===== config.mk =====
export PLATFORM = sky130hd
export DESIGN_NAME = swb_transaction
export DESIGN_NICKNAME = d
export VERILOG_FILES = /design/src/swb_pkg.sv /design/src/swb_transaction.sv
export SDC_FILE = /design/constraint.sdc
export NUM_CORES = 1
export LEC_CHECK = 0
export BUFFER_PORTS_ARGS = -buffer_cell sky130_fd_sc_hd__buf_2
export CELL_PAD_IN_SITES_DETAIL_PLACEMENT = 1
export CELL_PAD_IN_SITES_GLOBAL_PLACEMENT = 2
export CORE_ASPECT_RATIO = 0.9
export CORE_UTILIZATION = 30
export CTS_CLUSTER_DIAMETER = 40
export DETAILED_ROUTE_END_ITERATION = 8
export PLACE_DENSITY = 0.8
export SLEW_MARGIN = 20
export SYNTH_ARGS = -nofsm -noshare
export SYNTH_HDL_FRONTEND = slang
export SYNTH_SLANG_ARGS = --single-unit

===== constraint.sdc =====
create_clock -name mclk -period 2.1 [get_ports mclk]
set_clock_uncertainty 0.1 [all_clocks]
set_input_delay 0.21 -clock mclk [delete_from_list [all_inputs] [get_ports mclk]]
set_output_delay 0.21 -clock mclk [all_outputs]
set_load 0.03 [all_outputs]

===== src/swb_pkg.sv =====
// constants and types of the single-wire sensor bus transaction layer
package swb_pkg;

    // ========================================================
    // field widths and fixed values
    localparam int DEVNUM_W = 3;
    localparam int ADDR_W = 6;
    localparam int DATA_W = 16;
    localparam logic [2:0] BCAST_NUM = 3'h0;
    localparam logic [2:0] STRAP_LO_NUM = 3'h1;
    localparam logic [2:0] STRAP_HI_NUM = 3'h2;
    localparam logic [5:0] DEV_CTRL_ADDR = 6'h03;
    localparam logic [5:0] DEV_STATUS_ADDR = 6'h04;

    // ========================================================
    // bit counts
    localparam logic [4:0] DEVNUM_LAST = 5'h02;
    localparam logic [4:0] ADDR_LAST = 5'h05;
    localparam logic [4:0] NARROW_BITS = 5'h08;
    localparam logic [4:0] WIDE_BITS = 5'h10;
    localparam logic [3:0] TRAIN_BITS = 4'h8;
    localparam logic [3:0] ATTN_HOLDOFF_BITS = 4'hE;

    // ========================================================
    // local software port map and reset values
    localparam logic [1:0] SW_CTRL = 2'h0;
    localparam logic [1:0] SW_STATUS = 2'h1;
    localparam int CTRL_ATTN_EN_BIT = 0;
    localparam int STAT_BER_BIT = 0;
    localparam int STAT_BLOCK_BIT = 1;
    localparam int STAT_DEVNUM_LSB = 2;
    localparam logic CTRL_ATTN_EN_RESET = 1'b0;

    // ========================================================
    // types
    typedef enum logic [2:0] {
        SYM_DATA0 = 3'b000,
        SYM_DATA1 = 3'b001,
        SYM_START = 3'b010,
        SYM_ATTN = 3'b011,
        SYM_RESET = 3'b100,
        SYM_CONFLICT = 3'b101
    } sym_code_t;

    typedef struct packed {
        logic valid;
        sym_code_t code;
    } sym_t;

    typedef struct packed {
        logic wr;
        logic rd;
        logic [5:0] addr;
        logic [15:0] wdata;
    } reg_req_t;

    typedef enum logic [3:0] {
        ST_IDLE = 4'b0000,
        ST_TRAIN = 4'b0001,
        ST_DEVNUM = 4'b0010,
        ST_ADDR = 4'b0011,
        ST_DIR = 4'b0100,
        ST_WDATA = 4'b0101,
        ST_WPAR = 4'b0110,
        ST_WACK = 4'b0111,
        ST_RDATA = 4'b1000,
        ST_RPAR = 4'b1001,
        ST_RACK = 4'b1010,
        ST_SKIP = 4'b1011
    } state_t;

endpackage


===== src/swb_transaction.sv =====
// device-side transaction layer of the single-wire sensor bus
// ============================================================
`timescale 1ns/1ns

module swb_transaction (
    input wire logic mclk,
    input wire logic rstn,
    input wire logic addr_strap,
    input wire swb_pkg::sym_t sym,
    input wire logic bus_idle,
    input wire logic func_flag,
    input wire logic reg_wide,
    input wire logic [15:0] reg_rdata,
    input wire logic [1:0] sw_addr,
    input wire logic [7:0] sw_wdata,
    input wire logic sw_wr,
    input wire logic sw_rd,
    output swb_pkg::reg_req_t reg_req,
    output logic tx_active,
    output logic tx_drive,
    output logic attn_req,
    output logic bus_error_flag,
    output logic [7:0] sw_rdata
);

    // ========================================================
    // declarations
    swb_pkg::state_t state;
    logic [4:0] bit_cnt;
    logic [4:0] data_len;
    logic [2:0] dev_sh;
    logic [5:0] addr_sh;
    logic [15:0] data_sh;
    logic par;
    logic conflict;
    logic ack_ok;
    logic ber_set;
    logic status_read;
    logic [2:0] dev_num;
    logic strap_taken;
    logic attn_en;
    logic fn_block;
    logic pend_ber;
    logic [3:0] holdoff;
    logic bit_val;
    logic [4:0] next_cnt;
    logic [2:0] next_dev;
    logic addressed;
    logic bcast_ctrl;

    // true for symbols that carry a clean data bit
    function automatic logic is_data(input swb_pkg::sym_t s);
        is_data = s.valid && (s.code == swb_pkg::SYM_DATA0 || s.code == swb_pkg::SYM_DATA1);
    endfunction

    // true for a symbol of one given kind
    function automatic logic is_sym(input swb_pkg::sym_t s, input swb_pkg::sym_code_t c);
        is_sym = s.valid && (s.code == c);
    endfunction

    // ========================================================
    // decode helpers
    always_comb
    begin
        bit_val = (sym.code == swb_pkg::SYM_DATA1);
        next_cnt = bit_cnt + 5'h01;
        next_dev = {dev_sh[1:0], bit_val};
        addressed = (dev_sh == dev_num);
        bcast_ctrl = (dev_sh == swb_pkg::BCAST_NUM) && (reg_req.addr == swb_pkg::DEV_CTRL_ADDR);
    end

    // ========================================================
    // strap capture after reset release; async reset loads only a constant
    always_ff @(posedge mclk or negedge rstn)
    begin
        if (!rstn)
        begin
            dev_num <= swb_pkg::BCAST_NUM;
            strap_taken <= 1'b0;
        end
        else if (!strap_taken)
        begin
            dev_num <= addr_strap ? swb_pkg::STRAP_HI_NUM : swb_pkg::STRAP_LO_NUM;
            strap_taken <= 1'b1;
        end
    end

    // ========================================================
    // transaction sequencer
    // a bus reset only touches this process and the attention gating, never
    // the control register or the register map outside
    always_ff @(posedge mclk or negedge rstn)
    begin
        if (!rstn)
        begin
            state <= swb_pkg::ST_IDLE;
            bit_cnt <= 5'h00;
            data_len <= swb_pkg::NARROW_BITS;
            dev_sh <= 3'h0;
            addr_sh <= 6'h00;
            data_sh <= 16'h0000;
            par <= 1'b0;
            conflict <= 1'b0;
            ack_ok <= 1'b0;
            ber_set <= 1'b0;
            status_read <= 1'b0;
            reg_req <= '0;
            tx_active <= 1'b0;
            tx_drive <= 1'b0;
        end
        else
        begin
            reg_req.wr <= 1'b0;
            reg_req.rd <= 1'b0;
            ber_set <= 1'b0;
            status_read <= 1'b0;
            // read data arrive with the read strobe; narrow data left-aligned
            // so only the register's own width is shifted out
            if (reg_req.rd)
            begin
                data_sh <= reg_wide ? reg_rdata : {reg_rdata[7:0], 8'h00};
                tx_drive <= reg_wide ? reg_rdata[15] : reg_rdata[7];
                tx_active <= 1'b1;
            end
            if (is_sym(sym, swb_pkg::SYM_RESET))
            begin
                // reset end seen: eight training bits follow, then idle
                state <= swb_pkg::ST_TRAIN;
                bit_cnt <= 5'h00;
                tx_active <= 1'b0;
            end
            else if (is_sym(sym, swb_pkg::SYM_START))
            begin
                // abort whatever runs, no error, no attention
                state <= swb_pkg::ST_DEVNUM;
                bit_cnt <= 5'h00;
                par <= 1'b0;
                conflict <= 1'b0;
                tx_active <= 1'b0;
            end
            else if (is_sym(sym, swb_pkg::SYM_CONFLICT))
            begin
                // the collided bit is dropped and the slot waits for the resend
                conflict <= 1'b1;
            end
            else if (is_data(sym))
            begin
                case (state)
                    swb_pkg::ST_TRAIN:
                    begin
                        bit_cnt <= next_cnt;
                        if (bit_cnt[3:0] == swb_pkg::TRAIN_BITS - 4'h1)
                        begin
                            state <= swb_pkg::ST_IDLE;
                        end
                    end
                    swb_pkg::ST_DEVNUM:
                    begin
                        dev_sh <= next_dev;
                        par <= par ^ bit_val;
                        bit_cnt <= next_cnt;
                        if (bit_cnt == swb_pkg::DEVNUM_LAST)
                        begin
                            state <= swb_pkg::ST_ADDR;
                            bit_cnt <= 5'h00;
                        end
                    end
                    swb_pkg::ST_ADDR:
                    begin
                        addr_sh <= {addr_sh[4:0], bit_val};
                        par <= par ^ bit_val;
                        bit_cnt <= next_cnt;
                        if (bit_cnt == swb_pkg::ADDR_LAST)
                        begin
                            reg_req.addr <= {addr_sh[4:0], bit_val};
                            state <= swb_pkg::ST_DIR;
                            bit_cnt <= 5'h00;
                        end
                    end
                    swb_pkg::ST_DIR:
                    begin
                        par <= par ^ bit_val;
                        // width comes from the map for the address just seen
                        data_len <= reg_wide ? swb_pkg::WIDE_BITS : swb_pkg::NARROW_BITS;
                        if (bit_val)
                        begin
                            state <= addressed ? swb_pkg::ST_RDATA : swb_pkg::ST_SKIP;
                            reg_req.rd <= addressed;
                        end
                        else
                        begin
                            state <= (addressed || bcast_ctrl) ? swb_pkg::ST_WDATA : swb_pkg::ST_SKIP;
                        end
                    end
                    swb_pkg::ST_WDATA:
                    begin
                        data_sh <= {data_sh[14:0], bit_val};
                        par <= par ^ bit_val;
                        bit_cnt <= next_cnt;
                        if (next_cnt == data_len)
                        begin
                            state <= swb_pkg::ST_WPAR;
                        end
                    end
                    swb_pkg::ST_WPAR:
                    begin
                        // surplus data bits land here and usually spoil parity
                        ack_ok <= ((par ^ bit_val) == 1'b0) && !conflict;
                        tx_drive <= ((par ^ bit_val) == 1'b0) && !conflict;
                        tx_active <= 1'b1;
                        reg_req.wdata <= data_len == swb_pkg::WIDE_BITS ? data_sh : {8'h00, data_sh[7:0]};
                        state <= swb_pkg::ST_WACK;
                    end
                    swb_pkg::ST_WACK:
                    begin
                        tx_active <= 1'b0;
                        tx_drive <= 1'b0;
                        reg_req.wr <= ack_ok;
                        ber_set <= !ack_ok;
                        state <= swb_pkg::ST_IDLE;
                    end
                    swb_pkg::ST_RDATA:
                    begin
                        // parity runs over what was driven, not what was heard
                        par <= par ^ tx_drive;
                        data_sh <= {data_sh[14:0], 1'b0};
                        bit_cnt <= next_cnt;
                        if (next_cnt == data_len)
                        begin
                            tx_drive <= par ^ tx_drive;
                            state <= swb_pkg::ST_RPAR;
                        end
                        else
                        begin
                            tx_drive <= data_sh[14];
                        end
                    end
                    swb_pkg::ST_RPAR:
                    begin
                        tx_active <= 1'b0;
                        tx_drive <= 1'b0;
                        state <= swb_pkg::ST_RACK;
                    end
                    swb_pkg::ST_RACK:
                    begin
                        // a zero from the master means the read did not complete
                        ber_set <= !bit_val;
                        status_read <= bit_val && (reg_req.addr == swb_pkg::DEV_STATUS_ADDR);
                        state <= swb_pkg::ST_IDLE;
                    end
                    default:
                    begin
                        state <= state;
                    end
                endcase
            end
        end
    end

    // ========================================================
    // attention gating
    // counts master data bits after bus reset; attention is held off until 14
    always_ff @(posedge mclk or negedge rstn)
    begin
        if (!rstn)
        begin
            holdoff <= 4'h0;
        end
        else if (is_sym(sym, swb_pkg::SYM_RESET))
        begin
            holdoff <= 4'h0;
        end
        else if (is_data(sym) && holdoff != swb_pkg::ATTN_HOLDOFF_BITS)
        begin
            holdoff <= holdoff + 4'h1;
        end
    end

    // a pending bus error survives status reads but not a bus reset
    always_ff @(posedge mclk or negedge rstn)
    begin
        if (!rstn)
        begin
            pend_ber <= 1'b0;
        end
        else if (ber_set)
        begin
            pend_ber <= 1'b1;
        end
        else if (is_sym(sym, swb_pkg::SYM_RESET) || (is_sym(sym, swb_pkg::SYM_ATTN) && attn_req))
        begin
            pend_ber <= 1'b0;
        end
    end

    // any attention on the bus blocks function attention until status is read
    always_ff @(posedge mclk or negedge rstn)
    begin
        if (!rstn)
        begin
            fn_block <= 1'b0;
        end
        else if (is_sym(sym, swb_pkg::SYM_ATTN))
        begin
            fn_block <= 1'b1;
        end
        else if (status_read || is_sym(sym, swb_pkg::SYM_RESET))
        begin
            fn_block <= 1'b0;
        end
    end

    // request follows its sources while the bus idles; cleared when the bit layer reports an attention or a bus reset
    always_ff @(posedge mclk or negedge rstn)
    begin
        if (!rstn)
        begin
            attn_req <= 1'b0;
        end
        else if (sym.valid && (sym.code == swb_pkg::SYM_ATTN || sym.code == swb_pkg::SYM_RESET))
        begin
            attn_req <= 1'b0;
        end
        else if (bus_idle && holdoff == swb_pkg::ATTN_HOLDOFF_BITS)
        begin
            attn_req <= pend_ber || (func_flag && attn_en && !fn_block);
        end
    end

    // ========================================================
    // error flag: hardware set wins over a software clear in the same cycle
    always_ff @(posedge mclk or negedge rstn)
    begin
        if (!rstn)
        begin
            bus_error_flag <= 1'b0;
        end
        else if (ber_set)
        begin
            bus_error_flag <= 1'b1;
        end
        else if (sw_wr && sw_addr == swb_pkg::SW_STATUS && sw_wdata[swb_pkg::STAT_BER_BIT])
        begin
            bus_error_flag <= 1'b0;
        end
    end

    // ========================================================
    // local software port: control write, register readback
    always_ff @(posedge mclk or negedge rstn)
    begin
        if (!rstn)
        begin
            attn_en <= swb_pkg::CTRL_ATTN_EN_RESET;
        end
        else if (sw_wr && sw_addr == swb_pkg::SW_CTRL)
        begin
            attn_en <= sw_wdata[swb_pkg::CTRL_ATTN_EN_BIT];
        end
    end

    // read data stand one cycle after the strobe; unmapped reads give zero
    always_ff @(posedge mclk or negedge rstn)
    begin
        if (!rstn)
        begin
            sw_rdata <= 8'h00;
        end
        else if (sw_rd && sw_addr == swb_pkg::SW_CTRL)
        begin
            sw_rdata <= {7'h00, attn_en};
        end
        else if (sw_rd && sw_addr == swb_pkg::SW_STATUS)
        begin
            sw_rdata <= {3'h0, dev_num, fn_block, bus_error_flag};
        end
        else
        begin
            sw_rdata <= 8'h00;
        end
    end

endmodule // swb_transaction


==> flow_metrics.py, run 1 <==
metrics = {
    "logic_synthesis": {
        "synth_top_family_by_area": "simple AND/OR/NAND/NOR gates",
        "syn_inst": 430,
        "synth_fa_ha_area_share_pct": 1.94,
        "synth.distinct_cells": 76,
        "synth_top_area_cell": "dfrtp_1",
        "synth.top_cell.area_share_pct": 46.1,
        "synth_edf_count": 0,
        "syn_area_um2": 4390,
        "synth_xor_area_share_pct": 3.30,
        "synth.most_common_cell": "dfrtp_1",
        "synth-simple-area-share_pct": 19.3,
        "ys_warn_count": 0,
        "yosys-top-cells-count": "dfrtp_1 (81), nand2_1 (56), nor2_1 (26), o21ai_0 (26), mux2_2 (19)",
        "ys_seq_elements": 82,
        "synth_area_leaders": "dfrtp_1 (46%), mux2_2 (4.9%), nand2_1 (4.8%)",
        "syn_area_per_cell_um2": 10.2,
        "synth-compound-area-share_pct": 14.1,
        "async_flop_share_pct": 100,
        "ys.flop_type": "dfrtp_1",
        "synth_mux_area_share_pct": 9.91,
        "synth-seq-area-share_pct": 46.7,
    },
    "timing": {
        "slew-limit-headroom_pct": 60.7,
        "finalCritPeriodShare_pct": 102,
        "fin_crit_ns": 2.15,
        "totalNegativeSetupSlack_ns": -0.112,
        "setup_viol": 4,
        "drv_slew": 0,
        "max_freq_ghz": 0.466,
        "hold_viol": 0,
        "fin_ws_ns": -0.0465,
        "tightest_slew_ns": 0.588,
        "grt_setup_unrepaired": "true",
        "hold-worst-slack_ns": 0.0217,
    },
    "grt": {
        "grt_max_degree": 44,
        "grtUsageTotal_pct": 16.6,
        "grt_pass1_wl_mm": 19.3,
        "gr-total-overflow": 0,
        "first_global_vias": 3702,
        "antenna_found_initial": 0,
    },
    "drt": {
        "drt_iter0_drc": 207,
        "route.detailed.drc": 0,
        "postRouteAntennaNets": 0,
        "viasPerCell": 4.95,
        "via_count": 3596,
        "wire_per_inst_um": 16.6,
        "dr.pass1.iters": 4,
        "wl_mm": 12.0,
    },
    "pwr": {
        "internal_power_mw": 3.69,
        "comb_power_share_pct": 34.5,
        "irDropWorstVdd_mv": 0.504,
        "power_frac_seq_pct": 36.1,
        "clkPwrFrac_pct": 29.4,
        "p_per_area_nw_per_um2": 1000,
        "leakage_nw": 2.63,
        "switching_share_pct": 34.1,
        "p_switching_mw": 1.91,
    },
    "clock_tree": {
        "cts_tree": "yes",
        "cts.clk_slew.worst_paths_ns": 0.06,
        "cts-root-buf": "clkbuf_16",
        "clkLatencyLatePin_ns": 0.34,
        "cts_made_buffers": 9,
        "h-tree-depth": 3,
        "cts_sinks": 82,
        "clockBufferDepth": 2,
    },
    "placed_design": {
        "placedInstanceArea_um2": 5150,
        "gp_congestion": 0.851,
        "hpwlAfterDp_mm": 8.91,
        "port_buffers": 62,
    },
    "run_status": {
        "outcome": "finished, violations left",
        "violations": "setup timing",
    },
    "final_layout": {
        "antenna_cells": 0,
        "fin_nets": 573,
        "drive_gt1_share_pct": 34.3,
        "design_area_um2": 5600,
        "n_fill_cell": 1636,
        "area_growth_pct": 27.5,
    },
    "critical_path": {
        "start_kind": "register",
        "worstPathArrival_ns": 2.27,
        "critical_path_class": "register to register",
        "cp-end-kind": "register",
        "crit_required_ns": 2.23,
        "crit_fanout": 4,
    },
    "die": {
        "die_h_um": 117,
        "die_area_um2": 15100,
        "start_util_pct": 31.0,
        "core-area_um2": 14200,
        "rows": 41,
        "die_w_um": 130,
        "num_io_pins": 74,
    },
    "hold_path": {
        "hp-class": "input port to register",
    },
    "flow_run": {
        "drv_cap": 0,
    },
}
-- final timing paths --
check | start | to | slack [ns] | cells past startpoint
min reg2reg | ber_set$_DFF_PN0_ | pend_ber$_DFFE_PN0P_ | 0.37 | 1
min | sw_wdata[0] | attn_en$_DFFE_PN0P_ | 0.02 | 2
max | bit_cnt[1]$_DFFE_PN0P_ | state[0]$_DFFE_PN0P_ | -0.05 | 7
min in group asynchronous | rstn | addr_sh[4]$_DFFE_PN0P_ | 0.18 | 2
max reg2reg | bit_cnt[1]$_DFFE_PN0P_ | state[0]$_DFFE_PN0P_ | -0.05 | 7
max in group asynchronous | rstn | reg_req[14]$_DFFE_PN0P_ | 1.14 | 3
-- cell families after synthesis --
group | Yosys count
AOI/OAI and AO/OA | 90
xor gates and xnor gates | 14
adders and majority gates | 7
buffers and inverters | 41
DFF | 82
muxes | 38
other | 2
and+or+nand+nor | 156
-- through the flow --
| step | utilization, % | power (mW) | cells | setup WS (ns) |
|---|---|---|---|---|
| floorplan | - | 3.08 | 433 | 0.0912 |
| global placement | 36.4 | 3.70 | 703 | 0.00538 |
| detailed placement | 36.4 | 3.77 | 703 | -0.131 |
| CTS | 39.3 | 5.54 | 726 | 0.00194 |
| global route | 39.6 | 5.89 | 727 | -0.0991 |
| finish | 39.6 | 5.60 | 727 | -0.0465 |
-- per-layer routing --
metal  global-route usage (%)  wire [µm]  vias to the layer above
met1                     22.0       5650                     1814
li1                         -          -                     1717
met5                        0          0                        -
met3                     2.27        378                       12
met2                     28.1       5840                       53
met4                     5.97        171                        0
-- repair_timing --
| action | in CTS | in global routing |
|---|---|---|
| gates resized for setup | 13 | 9 |
| hold endpoints to repair | 60 | 0 |
| setup endpoints to repair | 7 | 9 |
| pin swaps | 4 | 9 |
| setup buffers | 4 | 2 |
| hold buffers | 3 | 0 |
-- critical path, stage by stage, from the launching register on --
cell,delay (ns)
dfrtp_1,0.43
buf_6,0.14
ha_4,0.14
nor4b_4,0.14
a211oi_2,0.39
o21bai_1,0.18
and3_1,0.26
o221a_1,0.25
-- cells in the final DEF (no fill, tap or decap), types with 3 or more instances in the layout --
cell type and n:
nor2_1 25, a21o_1 3, nand2_1 55, xnor2_1 6, or3b_1 3, mux2_4 6
inv_1 9, clkbuf_16 9, nand2b_1 6, mux2i_1 12, nand3b_1 3, o21ai_0 25
nand4_1 3, and2_1 4, nor2b_1 13, mux2_2 19, dfrtp_2 4, buf_4 48
a21oi_1 13, dfrtp_1 77, nor3_2 3, inv_2 3, and3_1 3, nor3_1 5
nor4_1 5, ha_1 4, o21ai_1 10, xor2_1 6, conb_1 5, buf_2 61
nand3_1 9, dlygate4sd3_1 3, o31ai_1 5
-- power groups by stage --
stage	clock (mW)	combinational [mW]	sequential, mW
CTS	1.67	1.85	2.01
global placement	0	1.69	2.01
floorplan	0	1.11	1.97
detailed placement	0	1.74	2.03
global route	1.73	2.10	2.06
finish	1.64	1.93	2.02
-- flip-flops by register name (all words and copies together) (netlist names), 2 cells and up --
signal,cells
dev_sh,3
addr_sh,5
reg_req,24
holdoff,4
data_sh,16
sw_rdata,4
data_len,2
dev_num,2
state,4
bit_cnt,5
-- cell type report --
cell class / count / area (µm²) / area share (%)
Clock inverter: 3 / 46.3 / 0.827
Inverter: 12 / 45.0 / 0.804
Multi-Input combinational cell: 310 / 2220 / 39.7
Timing Repair Buffer: 114 / 727 / 13.0
Tap cell: 193 / 241 / 4.31
Sequential cell: 82 / 2060 / 36.8
Clock buffer: 13 / 260 / 4.65
(Power assumes the default switching activity.)
==> inputs of run 2 (changes only) <==
--- a/config.mk
+++ b/config.mk
@@ -5,14 +5,15 @@
 export SDC_FILE = /design/constraint.sdc
 export NUM_CORES = 1
 export LEC_CHECK = 0
+export ABC_AREA = 1
 export BUFFER_PORTS_ARGS = -buffer_cell sky130_fd_sc_hd__buf_2
 export CELL_PAD_IN_SITES_DETAIL_PLACEMENT = 1
 export CELL_PAD_IN_SITES_GLOBAL_PLACEMENT = 2
 export CORE_ASPECT_RATIO = 0.9
-export CORE_UTILIZATION = 30
+export CORE_UTILIZATION = 29
 export CTS_CLUSTER_DIAMETER = 40
 export DETAILED_ROUTE_END_ITERATION = 8
-export PLACE_DENSITY = 0.8
+export PLACE_DENSITY = 0.84
 export SLEW_MARGIN = 20
 export SYNTH_ARGS = -nofsm -noshare
 export SYNTH_HDL_FRONTEND = slang
==> flow_metrics.py, run 2 <==
metrics = {
    "logic_synthesis": {
        "synth.distinct_cells": 39,
        "ys.flop_type": "dfrtp_1",
        "synth-seq-area-share_pct": 47.5,
        "synth_xor_area_share_pct": 0.811,
        "synth.most_common_cell": "nand2_1",
        "syn_inst": 553,
        "syn_area_um2": 4320,
        "synth.top_cell.area_share_pct": 46.9,
        "synth-simple-area-share_pct": 24.1,
        "synth_top_area_cell": "dfrtp_1",
        "synth-compound-area-share_pct": 14.5,
        "synth_area_leaders": "dfrtp_1 (47%), nand2_1 (11%), inv_1 (7.6%)",
        "synth_mux_area_share_pct": 0.463,
        "synth_edf_count": 0,
        "ys_seq_elements": 82,
        "yosys-top-cells-count": "nand2_1 (124), inv_1 (87), dfrtp_1 (81), nor2_1 (46), o21ai_0 (45)",
        "syn_area_per_cell_um2": 7.81,
        "synth_fa_ha_area_share_pct": 1.74,
        "synth_top_family_by_area": "simple AND/OR/NAND/NOR gates",
        "ys_warn_count": 0,
        "async_flop_share_pct": 100,
    },
    "final_layout": {
        "multi_input_area_um2": 1820,
        "regMostFlops": "reg_req",
        "largest_register_ffs": 24,
        "utilization_pct": 36.5,
        "design_area_um2": 5210,
        "top_regs": "reg_req (24), data_sh (16)",
        "seq_area_um2": 2050,
        "n_fill_cell": 1797,
        "drive_gt1_share_pct": 17.7,
        "final_common_cell": "nand2_1",
        "antenna_cells": 0,
        "fin_nets": 666,
        "final_cell_mix": "nand2_1 (124), inv_1 (87), dfrtp_1 (81)",
        "area_growth_pct": 20.6,
    },
    "drt": {
        "via_count": 3751,
        "route.detailed.drc": 0,
        "wl_mm": 11.6,
        "dr.pass1.iters": 4,
        "drt_iter0_drc": 151,
        "postRouteAntennaNets": 0,
        "viasPerCell": 4.57,
        "wire_per_inst_um": 14.1,
    },
    "grt": {
        "gr-total-overflow": 0,
        "first_global_vias": 4019,
        "antenna_found_initial": 0,
        "grt_pass1_wl_mm": 19.9,
        "grt_max_degree": 40,
        "grtUsageTotal_pct": 16.5,
    },
    "placed_design": {
        "gp_congestion": 0.849,
        "placedInstanceArea_um2": 4840,
        "port_buffers": 62,
        "hpwlAfterDp_mm": 8.79,
    },
    "die": {
        "die_w_um": 131,
        "rows": 41,
        "num_io_pins": 74,
        "die_h_um": 118,
        "core-area_um2": 14300,
        "start_util_pct": 30.3,
        "die_area_um2": 15400,
    },
    "pwr": {
        "irDropWorstVdd_mv": 0.400,
        "fin_total_pwr_mw": 5.81,
        "p_per_area_nw_per_um2": 1110,
        "leakage_nw": 2.63,
    },
    "clock_tree": {
        "clkLatencyLatePin_ns": 0.35,
        "h-tree-depth": 3,
        "cts-root-buf": "clkbuf_16",
        "cts_made_buffers": 9,
        "cts_tree": "yes",
        "ctsResizeCount": 0,
        "cts_sinks": 82,
        "cts.clk_slew.worst_paths_ns": 0.06,
        "clockBufferDepth": 2,
    },
    "timing": {
        "hold-worst-slack_ns": 0.0249,
        "max_freq_ghz": 0.519,
        "setup_viol": 0,
        "finalCritPeriodShare_pct": 91.7,
        "grt_setup_unrepaired": "false",
        "drv_slew": 0,
        "hold_viol": 0,
        "totalNegativeSetupSlack_ns": 0,
        "fin_crit_ns": 1.93,
    },
    "critical_path": {
        "slowest_delay_ns": 0.45,
        "path_buf_inv": 3,
        "crit_slowest_cell": "dfrtp_1",
        "critical_path_class": "register to register",
        "worst_path_dominant_cell_family": "buffers and inverters",
        "rr_worst_depth": 9,
        "cp-end-kind": "register",
        "worstPathArrival_ns": 2.06,
        "start_kind": "register",
        "crit_required_ns": 2.24,
        "cp_num_cells": 9,
        "crit_fanout": 31,
        "crit_chain": "inv_2 > nand2_2 > nor2_4 > nor2_4 > nor2_2 > inv_2 > o221ai_1 > o21ai_1 > inv_1",
    },
    "hold_path": {
        "hold_path_depth": 3,
        "hp-class": "input port to register",
    },
    "run_status": {
        "outcome": "finished clean",
    },
    "flow_run": {
        "drv_cap": 0,
    },
}
[run 2: report_power, final]
group,internal [mW],leakage (nW),switching (mW)
Clock,1.17,0.161,0.641
Combinational,0.605,1.45,1.16
Sequential,1.93,1.02,0.303
Total,3.70,2.63,2.11
[run 2: per-stage QoR]
stage / std cells / setup slack [ns]
2_1_floorplan: 556 / 0.456
3_3_place_gp: 801 / 0.241
3_5_place_dp: 801 / 0.190
4_1_cts: 820 / 0.132
5_1_grt: 820 / 0.00459
6_report: 820 / 0.173
[run 2: cell type report]
| class | count | area share [%] |
|---|---|---|
| tap | 193 | 4.63 |
| sequential | 82 | 39.4 |
| clock buffer | 12 | 4.54 |
| multi-input combinational | 361 | 34.8 |
| clock inverter | 4 | 1.90 |
| inverter | 97 | 6.99 |
| timing repair buffer | 71 | 7.68 |
[run 2: final timing paths]
path	from	end	slack, ns
min in group asynchronous	rstn	bus_error_flag$_DFFE_PN0P_	0.20
setup reg to reg	state[3]$_DFFE_PN0P_	data_sh[4]$_DFF_PN0_	0.17
setup / recovery	state[3]$_DFFE_PN0P_	data_sh[4]$_DFF_PN0_	0.17
max in group asynchronous	rstn	data_len[3]$_DFFE_PN1P_	1.02
hold reg to reg	status_read$_DFF_PN0_	fn_block$_DFFE_PN0P_	0.33
hold / removal	sw_rd	sw_rdata[0]$_DFF_PN0_	0.02
[run 2: logic make-up (layout without fill, tap and decap cells)]
group           Yosys count  after routing
buf+inv                 113            184
mux                       2              2
other cells               2              5
flops                    82             82
simple gates            233            233
compound gates          111            111
fa+ha+maj                 6              6
xor+xnor                  4              4
[run 2: timing repair]
item / 4_1_cts / 5_1_grt
endpoints found under the hold margin: 46 / 0
buffers inserted: 0 / 0
hold buffers: 3 / 0
[run 2: tightest hold or removal path, delay by kind of cell]
| kind | cells | cell delay (ns) |
|---|---|---|
| compound gates | 1 | 0.07 |
| simple gates | 1 | 0.06 |
| buf+inv | 1 | 0.09 |
[run 2: metal layers]
layer | up-vias | GRT usage, % | wire length, µm | part of all wire (%)
li1 | 1899 | - | - | -
met3 | 7 | 4.23 | 309 | 2.7
met5 | - | 0 | 0 | 0
met4 | 0 | 4.74 | 126 | 1.1
met1 | 1808 | 21.5 | 5470 | 47
met2 | 37 | 26.9 | 5670 | 49
